$ cat src/hw/dtmc_pkg.sv
// Register map, fields, reset values, modes and timing of the dual timer.
// What this block does
// [RL1] Timer function counts every machine cycle
// [RL2] Counter samples pin, counts high-then-low
// [RL3] New count appears next machine cycle
// [RL4] Edge takes two machine cycles, four clocks
// [RL5] Source holds each level one machine cycle
// [RL6] Mode bit 2 picks timer 0 source
// [RL7] Two-bit mode fields per timer
// [RL8] Aux bit extends timer 0 mode, adds 6
// [RL9] Mode 3 differs between the timers
// [RL10] Optional pin toggle on timer 0 overflow
// [RL11] Non-counter parts write source bit zero
// [RL12] Three-bit timer 0 mode decode table
// [RL13] Run bit gates counting; rollover sets flag
// [RL14] Pin synchronised, two samples, falling flagged
package dtmc_pkg;

  // ----------------------------------------------------------------
  // Register indices (byte address is four times the index)
  // ----------------------------------------------------------------
  localparam logic [7:0] TMC_IDX  = 8'h89;  // Mode control register.
  localparam logic [7:0] TAM_IDX  = 8'h8f;  // Auxiliary mode register.
  localparam logic [7:0] CTRL_IDX = 8'h90;  // Run bits and toggle option.
  localparam logic [7:0] CNT0_IDX = 8'h91;  // Timer 0 count.
  localparam logic [7:0] CNT1_IDX = 8'h92;  // Timer 1 count.
  localparam logic [7:0] STAT_IDX = 8'h93;  // Sticky event status, read only.
  localparam logic [7:0] CLR_IDX  = 8'h94;  // Status clear, write only.
  localparam logic [7:0] IEN_IDX  = 8'h95;  // Interrupt enable.

  // ----------------------------------------------------------------
  // Field positions and reset values
  // ----------------------------------------------------------------
  localparam int         TMC_T0SRC   = 2;      // Timer 0 source select bit.
  localparam int         TMC_T0M_LSB = 0;      // Timer 0 mode field, bits 1:0.
  localparam int         TMC_T1M_LSB = 4;      // Timer 1 mode field, bits 5:4.
  localparam logic [7:0] TMC_WMASK   = 8'h37;  // Writable bits; the rest read zero.
  localparam logic [7:0] TMC_RST     = 8'h00;
  localparam int         TAM_TIMER_ZERO_MODE_EXT    = 0;      // Third timer 0 mode bit.
  localparam logic [7:0] TAM_RST     = 8'h00;
  localparam int         CTRL_RUN0   = 0;      // Timer 0 run bit.
  localparam int         CTRL_RUN1   = 1;      // Timer 1 run bit.
  localparam int         CTRL_TOG0   = 2;      // Toggle pin on timer 0 overflow.
  localparam logic [2:0] CTRL_RST    = 3'h0;
  localparam int         ST_OVF0     = 0;      // Timer 0 overflow flag.
  localparam int         ST_OVF1     = 1;      // Timer 1 overflow flag.
  localparam int         ST_W        = 2;
  localparam logic [1:0] ST_RST      = 2'h0;
  localparam logic [15:0] CNT_RST    = 16'h0000;

  // ----------------------------------------------------------------
  // Timer 0 mode codes
  // ----------------------------------------------------------------
  typedef enum logic [2:0] {
    DTMC_M13    = 3'b000,  // 13-bit count with 5-bit prescale.
    DTMC_M16    = 3'b001,  // 16-bit cascade.
    DTMC_RELOAD = 3'b010,  // 8-bit auto-reload.
    DTMC_SPLIT  = 3'b011,  // Two 8-bit timers.
    DTMC_PWM    = 3'b110   // Pulse width mode.
  } dtmc_mode_t;

  // ----------------------------------------------------------------
  // Timing
  // ----------------------------------------------------------------
  localparam int         MC_CLKS = 2;  // CPU clocks per machine cycle.
  localparam int         EDGE_MC = 2;  // Machine cycles to recognise an edge.

endpackage

$ cat src/hw/dtmc_timer.sv
// One timer/counter register pair with its count modes 0 to 3.
module dtmc_timer (
  // Clock and reset
  input  wire logic        hclk,
  input  wire logic        hresetn,
  // Count control
  input  wire logic        cnt_en,    // Advance low part (or whole count).
  input  wire logic        th_en,     // Advance high byte in split mode.
  input  wire logic [1:0]  mode,      // Mode 0 to 3.
  // Software access
  input  wire logic        wr_en,
  input  wire logic [15:0] wr_data,
  // State
  output logic      [15:0] count_q,
  output logic             ovf,       // Rollover of the main count, one cycle.
  output logic             th_ovf     // Rollover of the high byte in split mode.
);
  import dtmc_pkg::*;

  // ----------------------------------------------------------------
  // Next count
  // ----------------------------------------------------------------
  logic [15:0] count_d;  // Next count value.
  logic [12:0] c13;      // Thirteen-bit view used by mode 0.

  // Next count and rollover pulses.
  always_comb begin
    count_d = count_q;
    ovf     = 1'b0;
    th_ovf  = 1'b0;
    c13     = {count_q[15:8], count_q[4:0]};
    case (mode)
      // Mode 0: upper three bits of the low byte are left alone.
      2'd0: begin
        if (cnt_en) begin
          c13     = c13 + 13'h0001;
          count_d = {c13[12:5], count_q[7:5], c13[4:0]};
          // [RL13] rollover sets flag
          ovf     = (count_q[15:8] == 8'hff) && (count_q[4:0] == 5'h1f);
        end
      end
      // Mode 1: full sixteen bits.
      2'd1: begin
        if (cnt_en) begin
          count_d = count_q + 16'h0001;
          ovf     = (count_q == 16'hffff);
        end
      end
      // Mode 2: low byte reloads from the high byte.
      2'd2: begin
        if (cnt_en) begin
          if (count_q[7:0] == 8'hff) begin
            count_d[7:0] = count_q[15:8];
            ovf          = 1'b1;
          end else begin
            count_d[7:0] = count_q[7:0] + 8'h01;
          end
        end
      end
      // Mode 3: two bytes with separate enables.
      2'd3: begin
        if (cnt_en) begin
          count_d[7:0] = count_q[7:0] + 8'h01;
          ovf          = (count_q[7:0] == 8'hff);
        end
        if (th_en) begin
          count_d[15:8] = count_q[15:8] + 8'h01;
          th_ovf        = (count_q[15:8] == 8'hff);
        end
      end
      default: count_d = count_q;
    endcase
    // A software write wins.
    if (wr_en) begin
      count_d = wr_data;
    end
  end

  // Registers the count.
  always_ff @(posedge hclk or negedge hresetn) begin
    if (!hresetn) begin
      count_q <= CNT_RST;
    end else begin
      count_q <= count_d;
    end
  end

endmodule

$ cat src/hw/dtmc_top.sv
// Dual timer with mode control, counter input, pin toggle and AHB-Lite registers.
//
// Implementation choice: the AHB-Lite register port.
module dtmc_top #(
  parameter bit COUNTER_CAPABLE = 1'b1  // Timer 0 may count the external pin.
) (
  // Clock and reset
  input  wire logic        hclk,
  input  wire logic        hresetn,
  // AHB-Lite slave
  input  wire logic        hsel,
  input  wire logic [31:0] haddr,
  input  wire logic [1:0]  htrans,
  input  wire logic        hwrite,
  input  wire logic [2:0]  hsize,
  input  wire logic [31:0] hwdata,
  input  wire logic        hready,
  output logic             hreadyout,
  output logic             hresp,
  output logic      [31:0] hrdata,
  // Timer 0 event pin
  input  wire logic        timer_zero_event_pin_i,
  output logic             timer_zero_event_pin_o,
  output logic             timer_zero_event_pin_oe,
  // Interrupt
  output logic             irq
);
  import dtmc_pkg::*;

  // ----------------------------------------------------------------
  // Bus address phase capture
  // ----------------------------------------------------------------
  logic        wr_pend_q, wr_pend_d;   // A write data phase follows.
  logic [7:0]  wr_idx_q, wr_idx_d;     // Index of the pending write.
  logic [31:0] hrdata_q, hrdata_d;     // Read data, captured at address phase.
  logic        addr_ok;                // Address lies inside the index window.
  logic        take;                   // Valid transfer taken this edge.
  logic [7:0]  a_idx;                  // Index of the incoming address.

  // The slave never stalls and never errors.
  assign hreadyout = 1'b1;
  assign hresp     = 1'b0;
  assign hrdata    = hrdata_q;

  assign take    = hsel && htrans[1] && hready;
  assign a_idx   = haddr[9:2];
  assign addr_ok = (haddr[31:10] == 22'h0) && (haddr[1:0] == 2'b00) && (hsize == 3'b010);

  // ----------------------------------------------------------------
  // Software registers
  // ----------------------------------------------------------------
  logic [7:0]    tmc_q, tmc_d;    // Mode control.
  logic [7:0]    tam_q, tam_d;    // Auxiliary mode.
  logic [2:0]    ctrl_q, ctrl_d;  // Run bits and toggle option.
  logic [ST_W-1:0] stat_q, stat_d;  // Sticky overflow flags.
  logic [ST_W-1:0] ien_q, ien_d;    // Interrupt enables.
  logic          wr_go;           // Write data phase is now.
  logic [1:0]    cnt_wr;          // Per-timer count write strobes.
  logic [ST_W-1:0] ev_set;        // Events this cycle.

  assign wr_go     = wr_pend_q;
  assign cnt_wr[0] = wr_go && (wr_idx_q == CNT0_IDX);
  assign cnt_wr[1] = wr_go && (wr_idx_q == CNT1_IDX);

  // ----------------------------------------------------------------
  // Machine cycle and pin sampling
  // ----------------------------------------------------------------
  logic       mc_q, mc_d;             // Phase within the machine cycle.
  logic       tick;                   // One-cycle pulse per machine cycle.
  logic       pin_s1_q;               // Synchroniser first stage.
  logic       pin_s2_q;               // Synchroniser second stage.
  logic       samp_new_q, samp_new_d; // Newest machine-cycle sample.
  logic       edge_q, edge_d;         // Falling edge detected, count pending.

  // A machine cycle is MC_CLKS clocks; the tick lands on its last clock.
  assign tick = mc_q;

  // [RL14] pin two-flop synchroniser
  always_ff @(posedge hclk or negedge hresetn) begin
    if (!hresetn) begin
      pin_s1_q <= 1'b0;
      pin_s2_q <= 1'b0;
    end else begin
      pin_s1_q <= timer_zero_event_pin_i;
      pin_s2_q <= pin_s1_q;
    end
  end

  // Computes the sampling state; the older sample is the held one.
  always_comb begin
    mc_d       = ~mc_q;
    samp_new_d = samp_new_q;
    edge_d     = edge_q;
    if (tick) begin
      // [RL2] sample once per cycle
      samp_new_d = pin_s2_q;
      // [RL14] older high, newer low
      // [RL4] two machine cycles recognise
      edge_d     = samp_new_q && !pin_s2_q;
    end
  end

  // Registers the sampling state. A level held under a machine cycle may
  // be missed; the source must hold each level longer.
  always_ff @(posedge hclk or negedge hresetn) begin
    if (!hresetn) begin
      mc_q       <= 1'b0;
      samp_new_q <= 1'b0;
      edge_q     <= 1'b0;
    end else begin
      mc_q       <= mc_d;
      samp_new_q <= samp_new_d;
      edge_q     <= edge_d;
    end
  end

  // ----------------------------------------------------------------
  // Mode decode and count enables
  // ----------------------------------------------------------------
  logic       t0_ext;      // Timer 0 counts the pin.
  dtmc_mode_t t0_mode;     // Full three-bit timer 0 mode.
  logic [1:0] t1_mode;     // Timer 1 mode.
  logic       t0_valid;    // Timer 0 mode is a defined one.
  logic [1:0] t0_core;     // Mode handed to the timer 0 core.
  logic       t0_step;     // Timer 0 source step.
  logic [1:0] cnt_en;      // Per-timer count enables.
  logic [1:0] th_en;       // Per-timer split high byte enables.
  logic [15:0] cnt_q [2];  // Counts of both timers.
  logic [1:0] ovf;         // Main rollovers.
  logic [1:0] th_ovf;      // Split high byte rollovers.
  logic [1:0] core_mode [2];

  // [RL6] source select bit
  // [RL11] ignored without counter capability
  assign t0_ext  = COUNTER_CAPABLE && tmc_q[TMC_T0SRC];
  // [RL7] two-bit mode fields
  // [RL8] aux bit extends timer 0
  assign t0_mode = dtmc_mode_t'({COUNTER_CAPABLE && tam_q[TAM_TIMER_ZERO_MODE_EXT],
                                 tmc_q[TMC_T0M_LSB+1:TMC_T0M_LSB]});
  assign t1_mode = tmc_q[TMC_T1M_LSB+1:TMC_T1M_LSB];

  // [RL12] three-bit mode decode
  always_comb begin
    t0_valid = 1'b1;
    case (t0_mode)
      DTMC_M13:    t0_core = 2'd0;
      DTMC_M16:    t0_core = 2'd1;
      DTMC_RELOAD: t0_core = 2'd2;
      DTMC_SPLIT:  t0_core = 2'd3;
      // Pulse width mode counts like auto-reload.
      DTMC_PWM:    t0_core = 2'd2;
      default: begin
        // Reserved codes freeze the timer.
        t0_core  = 2'd0;
        t0_valid = 1'b0;
      end
    endcase
  end

  // [RL1] clock step per tick
  // [RL3] pending edge counted next cycle
  assign t0_step = t0_ext ? edge_q : 1'b1;

  // [RL13] run bits gate counting
  // [RL9] timer 1 halts in mode 3
  assign cnt_en[0] = tick && ctrl_q[CTRL_RUN0] && t0_valid && t0_step;
  assign cnt_en[1] = tick && ctrl_q[CTRL_RUN1] && (t1_mode != 2'd3);
  // [RL9] split high on run1
  assign th_en[0]  = tick && ctrl_q[CTRL_RUN1] && (t0_mode == DTMC_SPLIT);
  assign th_en[1]  = 1'b0;

  assign core_mode[0] = t0_core;
  assign core_mode[1] = t1_mode;

  // Both timers share the same core; only the enables, modes and write strobes differ.
  for (genvar i = 0; i < 2; i++) begin : g_tmr
    dtmc_timer u_tmr (
      .hclk    (hclk),
      .hresetn (hresetn),
      .cnt_en  (cnt_en[i]),
      .th_en   (th_en[i]),
      .mode    (core_mode[i]),
      .wr_en   (cnt_wr[i]),
      .wr_data (hwdata[15:0]),
      .count_q (cnt_q[i]),
      .ovf     (ovf[i]),
      .th_ovf  (th_ovf[i])
    );
  end

  // [RL13] rollovers raise flags
  assign ev_set[ST_OVF0] = ovf[0];
  assign ev_set[ST_OVF1] = ovf[1] || th_ovf[0];

  // ----------------------------------------------------------------
  // Pin output: toggle and pulse width
  // ----------------------------------------------------------------
  logic tog_q, tog_d;  // Toggle level of the pin.
  logic pwm_q, pwm_d;  // Pulse width level of the pin.
  logic pwm_on;        // Pulse width mode active.

  assign pwm_on = (t0_mode == DTMC_PWM);

  // Computes pin levels. Pulse width output is high while the low byte is
  // below the high byte, so once the low byte has reloaded from the high byte the output stays low.
  always_comb begin
    tog_d = tog_q;
    // [RL10] toggle pin on overflow
    if (ovf[0] && ctrl_q[CTRL_TOG0]) begin
      tog_d = ~tog_q;
    end
    pwm_d = pwm_on && (cnt_q[0][7:0] < cnt_q[0][15:8]);
  end

  // Registers pin levels.
  always_ff @(posedge hclk or negedge hresetn) begin
    if (!hresetn) begin
      tog_q <= 1'b0;
      pwm_q <= 1'b0;
    end else begin
      tog_q <= tog_d;
      pwm_q <= pwm_d;
    end
  end

  // The pin is driven only in toggle or pulse width use. Counting it then
  // counts the block's own edges.
  assign timer_zero_event_pin_o  = pwm_on ? pwm_q : tog_q;
  assign timer_zero_event_pin_oe = pwm_on || ctrl_q[CTRL_TOG0];

  // ----------------------------------------------------------------
  // Register file
  // ----------------------------------------------------------------
  // Bus phase, register writes, flags and read data.
  always_comb begin
    wr_pend_d = take && hwrite && addr_ok;
    wr_idx_d  = a_idx;
    hrdata_d  = hrdata_q;
    tmc_d     = tmc_q;
    tam_d     = tam_q;
    ctrl_d    = ctrl_q;
    ien_d     = ien_q;
    stat_d    = stat_q;
    // Data phase of a write.
    if (wr_go) begin
      case (wr_idx_q)
        TMC_IDX:  tmc_d  = hwdata[7:0] & TMC_WMASK;
        TAM_IDX:  tam_d  = {7'h00, hwdata[TAM_TIMER_ZERO_MODE_EXT]};
        CTRL_IDX: ctrl_d = hwdata[2:0];
        IEN_IDX:  ien_d  = hwdata[ST_W-1:0];
        CLR_IDX:  stat_d = stat_q & ~hwdata[ST_W-1:0];
        default:  ;
      endcase
    end
    // A new event wins over a clear in the same cycle.
    stat_d = stat_d | ev_set;
    // Read data is captured at the address phase; unmapped reads zero.
    if (take && !hwrite) begin
      hrdata_d = 32'h0000_0000;
      if (addr_ok) begin
        case (a_idx)
          TMC_IDX:  hrdata_d = {24'h0, tmc_q};
          TAM_IDX:  hrdata_d = {24'h0, tam_q};
          CTRL_IDX: hrdata_d = {29'h0, ctrl_q};
          CNT0_IDX: hrdata_d = {16'h0, cnt_q[0]};
          CNT1_IDX: hrdata_d = {16'h0, cnt_q[1]};
          STAT_IDX: hrdata_d = {30'h0, stat_q};
          IEN_IDX:  hrdata_d = {30'h0, ien_q};
          default:  hrdata_d = 32'h0000_0000;
        endcase
      end
    end
  end

  // Registers bus and software state.
  always_ff @(posedge hclk or negedge hresetn) begin
    if (!hresetn) begin
      wr_pend_q <= 1'b0;
      wr_idx_q  <= 8'h00;
      hrdata_q  <= 32'h0000_0000;
      tmc_q     <= TMC_RST;
      tam_q     <= TAM_RST;
      ctrl_q    <= CTRL_RST;
      ien_q     <= ST_RST;
      stat_q    <= ST_RST;
    end else begin
      wr_pend_q <= wr_pend_d;
      wr_idx_q  <= wr_idx_d;
      hrdata_q  <= hrdata_d;
      tmc_q     <= tmc_d;
      tam_q     <= tam_d;
      ctrl_q    <= ctrl_d;
      ien_q     <= ien_d;
      stat_q    <= stat_d;
    end
  end

  // Level interrupt while any enabled flag is set.
  assign irq = |(stat_q & ien_q);

endmodule

$ cat config.mk
export PLATFORM = sky130hd
export DESIGN_NAME = dtmc_top
export DESIGN_NICKNAME = d
export VERILOG_FILES = /design/src/hw/dtmc_pkg.sv /design/src/hw/dtmc_timer.sv /design/src/hw/dtmc_top.sv
export SDC_FILE = /design/constraint.sdc
export NUM_CORES = 1
export LEC_CHECK = 0
export BUFFER_PORTS_ARGS = -buffer_cell sky130_fd_sc_hd__clkbuf_2
export CAP_MARGIN = 15
export CORE_ASPECT_RATIO = 1.2
export CORE_UTILIZATION = 44
export CTS_CLUSTER_SIZE = 40
export DETAILED_ROUTE_END_ITERATION = 10
export PLACE_DENSITY = 0.73
export RECOVER_POWER = 50
export SETUP_SLACK_MARGIN = 0.5
export SYNTH_ARGS = -nofsm -noshare
export SYNTH_HDL_FRONTEND = slang
export SYNTH_HIERARCHICAL = 1
export SYNTH_SLANG_ARGS = --single-unit
$ cat constraint.sdc
create_clock -name hclk -period 6.8 [get_ports hclk]
set_clock_uncertainty 0.2 [all_clocks]
set_input_delay 1.36 -clock hclk [delete_from_list [all_inputs] [get_ports hclk]]
set_output_delay 1.36 -clock hclk [all_outputs]
set_load 0.05 [all_outputs]
==> results of run 1 <==
==> sequential cells by signal, indices dropped and copies added (netlist names), 2 cells and up <==
| signal | flops |
|---|---|
| ctrl_q | 3 |
| g_tmr.u_tmr/count_q | 32 |
| hrdata | 16 |
| ien_q | 2 |
| stat_q | 2 |
| tmc_q | 5 |
| wr_idx_q | 8 |
==> critical path, stage by stage <==
cell	delay [ps]
clkbuf_1	200
or3b_1	540
nor3_2	790
a2111oi_0	250
a32oi_1	230
==> routing by layer <==
layer / track usage / part of all wire
met5: 0 / 0
met4: 0.137 / 0.030
met3: 0.0425 / 0.065
met2: 0.413 / 0.50
met1: 0.316 / 0.41
==> cell usage in the layout (no fill, tap or decap), drive strengths merged, types with 8 or more instances in the layout <==
master,instances
dfrtp,77
nand2b,22
o2111ai,8
o21ai,37
a22oi,12
mux2,15
a21o,8
ha,11
inv,25
and3,13
nand4,12
o211ai,8
xor2,15
nand3,14
nor2,30
clkbuf,84
nand2,76
a21oi,25
conb,20
nor4,12
nor3,11
==> how the worst max path moves through the flow <==
stage                       to  slack [ps]  cells past startpoint
CTS                 hrdata[15]        3340                      5
floorplan            hrdata[9]        3870                      6
global route         hrdata[0]        3290                      5
global placement     hrdata[5]        3080                      5
finish               hrdata[0]        3470                      5
detailed placement  hrdata[15]        2980                      5
==> area by class of cell <==
cell class                      instances  area [sq um]
Sequential cell                        77          1930
Clock inverter                          7          71.3
Inverter                               19          71.3
Fill cell                            1105          5610
Tap cell                              157           196
Multi-Input combinational cell        468          3100
Clock buffer                            9           225
Timing Repair Buffer                   82           418
==> metrics by stage <==
step | total power (uW) | instance area (sq um)
after detailed placement | 1100 | 5720
after floorplan | 958 | 5360
after global placement | 1080 | 5720
final | 1590 | 6010
after CTS | 1590 | 6010
after global routing | 1670 | 6010
==> report_power, final <==
group	switching [uW]	internal, uW	total [uW]
combinational	219	178	397
sequential	184	525	709
clock	223	260	482
total	626	962	1590
==> impl_metrics.ini, run 1 <==
[clock_tree]
root_buffer = clkbuf_16
clk_pin_slew_ps = 70
htree_levels = 3
cts_tree = built
cts_sinks = 77
postCtsSetupBuffers = 0
worstSkewPairLatency_ps = 350
numCtsBuffers = 9
postCtsResizedCells = 0
clk_path_buf_depth = 2
postCtsHoldBufs = 0

[placement]
gp_congestion = 0.974
place_ws_ps = 2980
placed_cells = 802
dp.final_hpwl_um = 11100
port_buffers = 76

[sta]
fin_crit_sh = 0.489
slew_viol_final = 0
hold_viol_final = 0
setup_slack_ps = 3470
period_needed_ps = 3330
grt_setup_unrepaired = no
setup_tns_ps = 0
slew_headroom = 0.338
fin_hold_ws_ps = 153
worstMarginPinSlew_ps = 994
setup_viol = 0
fmax_mhz = 301

[min_path]
min_path_type = flop to flop
holdPathStages = 0
hp-start = pin_s1_q
holdPathEnd = pin_s2_q

[grt]
antenna_found_initial = 0
grt_pass1_wl_um = 24000
grt_max_degree = 78
overflow = 0
grt.total_usage = 0.253
grt_pass1_vias = 4722

[floorplanning]
die_h_um = 122
rows = 43
die-area_sq_mm = 0.0125
start_util = 0.456
die_x_um = 102
ios = 112
core_sq_mm = 0.0116

[worst_setup_path]
crit_required_ps = 6850
worst_ep_arrival_time_ps = 3380
r2r_cells = 9
path_max_fanout = 14
r2r-start = wr_idx_q[5]
crit_path_end_kind = flop
cp-start-kind = input pin
r2r_end = g_tmr[1].u_tmr/count_q[14]
ff2ff_setup_slack_ps = 3700
startpoint = haddr[4]
criticalPathCategory = input pin to flop

[detailed_routing]
dr.pass1.iters = 5
routedWlPerCell_um = 18.2
drtIter0Drc = 398
routed_wirelength_um = 14900
vias_per_cell = 6.03
drc = 0
ant_nets = 0
vias = 4937

[final_layout]
area_growth_pct = 13.5
fin_nets = 743
finalNonFillerCells = 819
antenna_cells = 0
layout-drive-gt1-share = 0.190
fin_util = 0.517

[pwr]
vdd_drop_max_v = 0.000110
power.density_mw_per_mm2 = 264
p_leak_uw = 0.00254

[logic_synthesis]
netlist_instances = 593
synth_area_sq_mm = 0.00530
yosysWarnings = 6
synth_area_per_cell_sq_um = 8.93

[flow_run]
maxCapViolations = 0

[status]
status = finished clean
(Power assumes the default switching activity.)
==> run 2, diff against run 1 <==
- clock period: 6.8 -> 3.25 ns (I/O delays scaled with it)
==> run 2 against run 1 <==
  * The flow now finishes with violations (capacitance limit, slew limit)
  * Combinational power rose by 110%
  * Via count rose by 0.89%
  * Clock power rose by 98%
  * Power rose by 110%
  * Sequential share of layout area fell by 0.72 points
  * Hold slack got worse by 1.9 ps
  * Global-route usage rose by 0.25 points
  * Final area rose by 2.3%
  * Setup slack got worse by 2900 ps
  * First-iteration DRC count fell by 4.5%
  * Largest power group unchanged
==> impl_metrics.ini, run 2 (synthesis gave the netlist of run 1 again) <==
[worst_setup_path]
path_cells = or3b_4, or4_4, nor3b_4, buf_12, a21o_1, o21ai_0, a32o_1
max_stage_delay_ps = 530
path_buf_inv = 1
crit_required_ps = 3270
criticalPathCategory = flop to flop
path_max_fanout = 14
r2r-start = wr_idx_q[5]
ff2ff_setup_slack_ps = 600
slowest_stage = or4_4
cp-start-kind = flop
r2r_cells = 7
crit_path_end_kind = flop
crit_family = simple AND/OR/NAND/NOR gates
startpoint = wr_idx_q[5]
r2r_end = g_tmr[1].u_tmr/count_q[5]
worst_ep_arrival_time_ps = 2670

[final_layout]
area_growth_pct = 16.1
multi_input_area_sq_mm = 0.00311
top_register = g_tmr.u_tmr/count_q
antenna_cells = 0
largest_register_ffs = 32
fin_nets = 757
seq_area_sq_mm = 0.00193
final_common_cell = dfrtp_1
final_cell_mix = dfrtp_1 (77), nand2_1 (74), clkbuf_2 (68)
layout-drive-gt1-share = 0.217
fill_cells = 1107
finalNonFillerCells = 833
fin_util = 0.529

[floorplanning]
ios = 112
die-area_sq_mm = 0.0125
die_h_um = 122
start_util = 0.456
die_x_um = 102
rows = 43
core_sq_mm = 0.0116

[sta]
fmax_mhz = 377
setup_tns_ps = 0
worstMarginPinSlew_ps = 1960
hold_viol_final = 0
slew_viol_final = 78
fin_hold_ws_ps = 151
slew_headroom = -0.310
period_needed_ps = 2650
setup_viol = 0
fin_crit_sh = 0.816
grt_setup_unrepaired = yes

[detailed_routing]
vias = 4981
dr.pass1.iters = 5
drc = 0
drtIter0Drc = 380
routedWlPerCell_um = 18.1
routed_wirelength_um = 15000
ant_nets = 0
vias_per_cell = 5.98

[grt]
grt.total_usage = 0.255
grt_pass1_wl_um = 24500
overflow = 0
grt_max_degree = 78
antenna_found_initial = 0
grt_pass1_vias = 4739

[status]
status = complete, but fails checks
violations = capacitance limit, slew limit

[min_path]
holdPathStages = 0
min_path_type = flop to flop
hp-start = pin_s1_q
holdPathEnd = pin_s2_q

[pwr]
p_leak_uw = 0.00261
switching_share = 0.388
intPower_uw = 2000
vdd_drop_max_v = 0.000232
power.switching_uw = 1270
power.density_mw_per_mm2 = 532
pwr-share-comb = 0.256
p_clk_frac = 0.292
power.share.sequential = 0.452

[clock_tree]
cts_sinks = 77
htree_levels = 3
clk_path_buf_depth = 2
clk_pin_slew_ps = 60
numCtsBuffers = 9
worstSkewPairLatency_ps = 340
postCtsHoldBufs = 0
cts_tree = built
root_buffer = clkbuf_16

[placement]
port_buffers = 76
gp_congestion = 0.955
placed_cells = 807
dp.final_hpwl_um = 11000

[flow_run]
maxCapViolations = 1
==> run 2: changes by cell type in the layout (fill, tap and decap cells not counted), moves of 2 or more <==
cell / change
buf_4: +10
clkinv_4: +2
inv_6: -2
mux2_1: -3
mux2_2: +3
nand2_1: -2
nand2_2: +2
==> run 2: cell type report <==
cell class,instances,share of cell area
inverters,19,0.0116
repair buffers,96,0.0908
clock buffers,9,0.0366
multi-input cells,468,0.506
well taps,157,0.0320
clock inverters,7,0.00916
flip-flops and latches,77,0.313
==> run 2: power groups by stage <==
stage / clock [uW] / sequential (uW) / combinational, uW
finish: 955 / 1480 / 836
global route: 1010 / 1510 / 934
CTS: 979 / 1460 / 828
detailed placement: 0 / 1480 / 820
global placement: 0 / 1480 / 787
floorplan: 0 / 1310 / 692
==> run 2: worst register-to-register path: stages (launching register included) <==
cell	delay, ps
dfrtp_1	360
or3b_4	420
or4_4	530
nor3b_4	340
buf_12	190
a21o_1	160
o21ai_0	110
a32o_1	220
==> run 2: layer usage <==
metal | part of all wire | global-route usage | vias to the layer above
li1 | - | - | 2340
met5 | 0 | 0 | -
met4 | 0.038 | 0.113 | 0
met2 | 0.49 | 0.424 | 200
met3 | 0.057 | 0.0367 | 44
met1 | 0.41 | 0.328 | 2397
==> run 2: worst max-delay path by stage <==
| stage | endpoint | slack [ps] | cells past startpoint |
|---|---|---|---|
| 3_5_place_dp | g_tmr[1].u_tmr/count_q[10] | 510 | 9 |
| 4_1_cts | g_tmr[1].u_tmr/count_q[10] | 560 | 9 |
| 5_1_grt | g_tmr[1].u_tmr/count_q[14] | 430 | 8 |
| 3_3_place_gp | g_tmr[1].u_tmr/count_q[10] | 540 | 9 |
| 2_1_floorplan | g_tmr[1].u_tmr/count_q[14] | 530 | 7 |
| 6_report | g_tmr[1].u_tmr/count_q[5] | 600 | 7 |
==> run 2: stage by stage <==
stage                     power (uW)  area [sq um]  setup slack [ps]
after floorplan                 2000          5360               526
after global placement          2260          5750               542
after detailed placement        2300          5750               506
after CTS                       3270          6040               558
after global routing            3450          6150               430
final                           3270          6150               598
==> run 2: timing repair <==
item	CTS	global route
hold endpoints to repair	0	0
pin swaps	0	2
buffers inserted	0	9
endpoints found under the setup margin	1	6
gates cloned	0	1
resized for setup	1	9
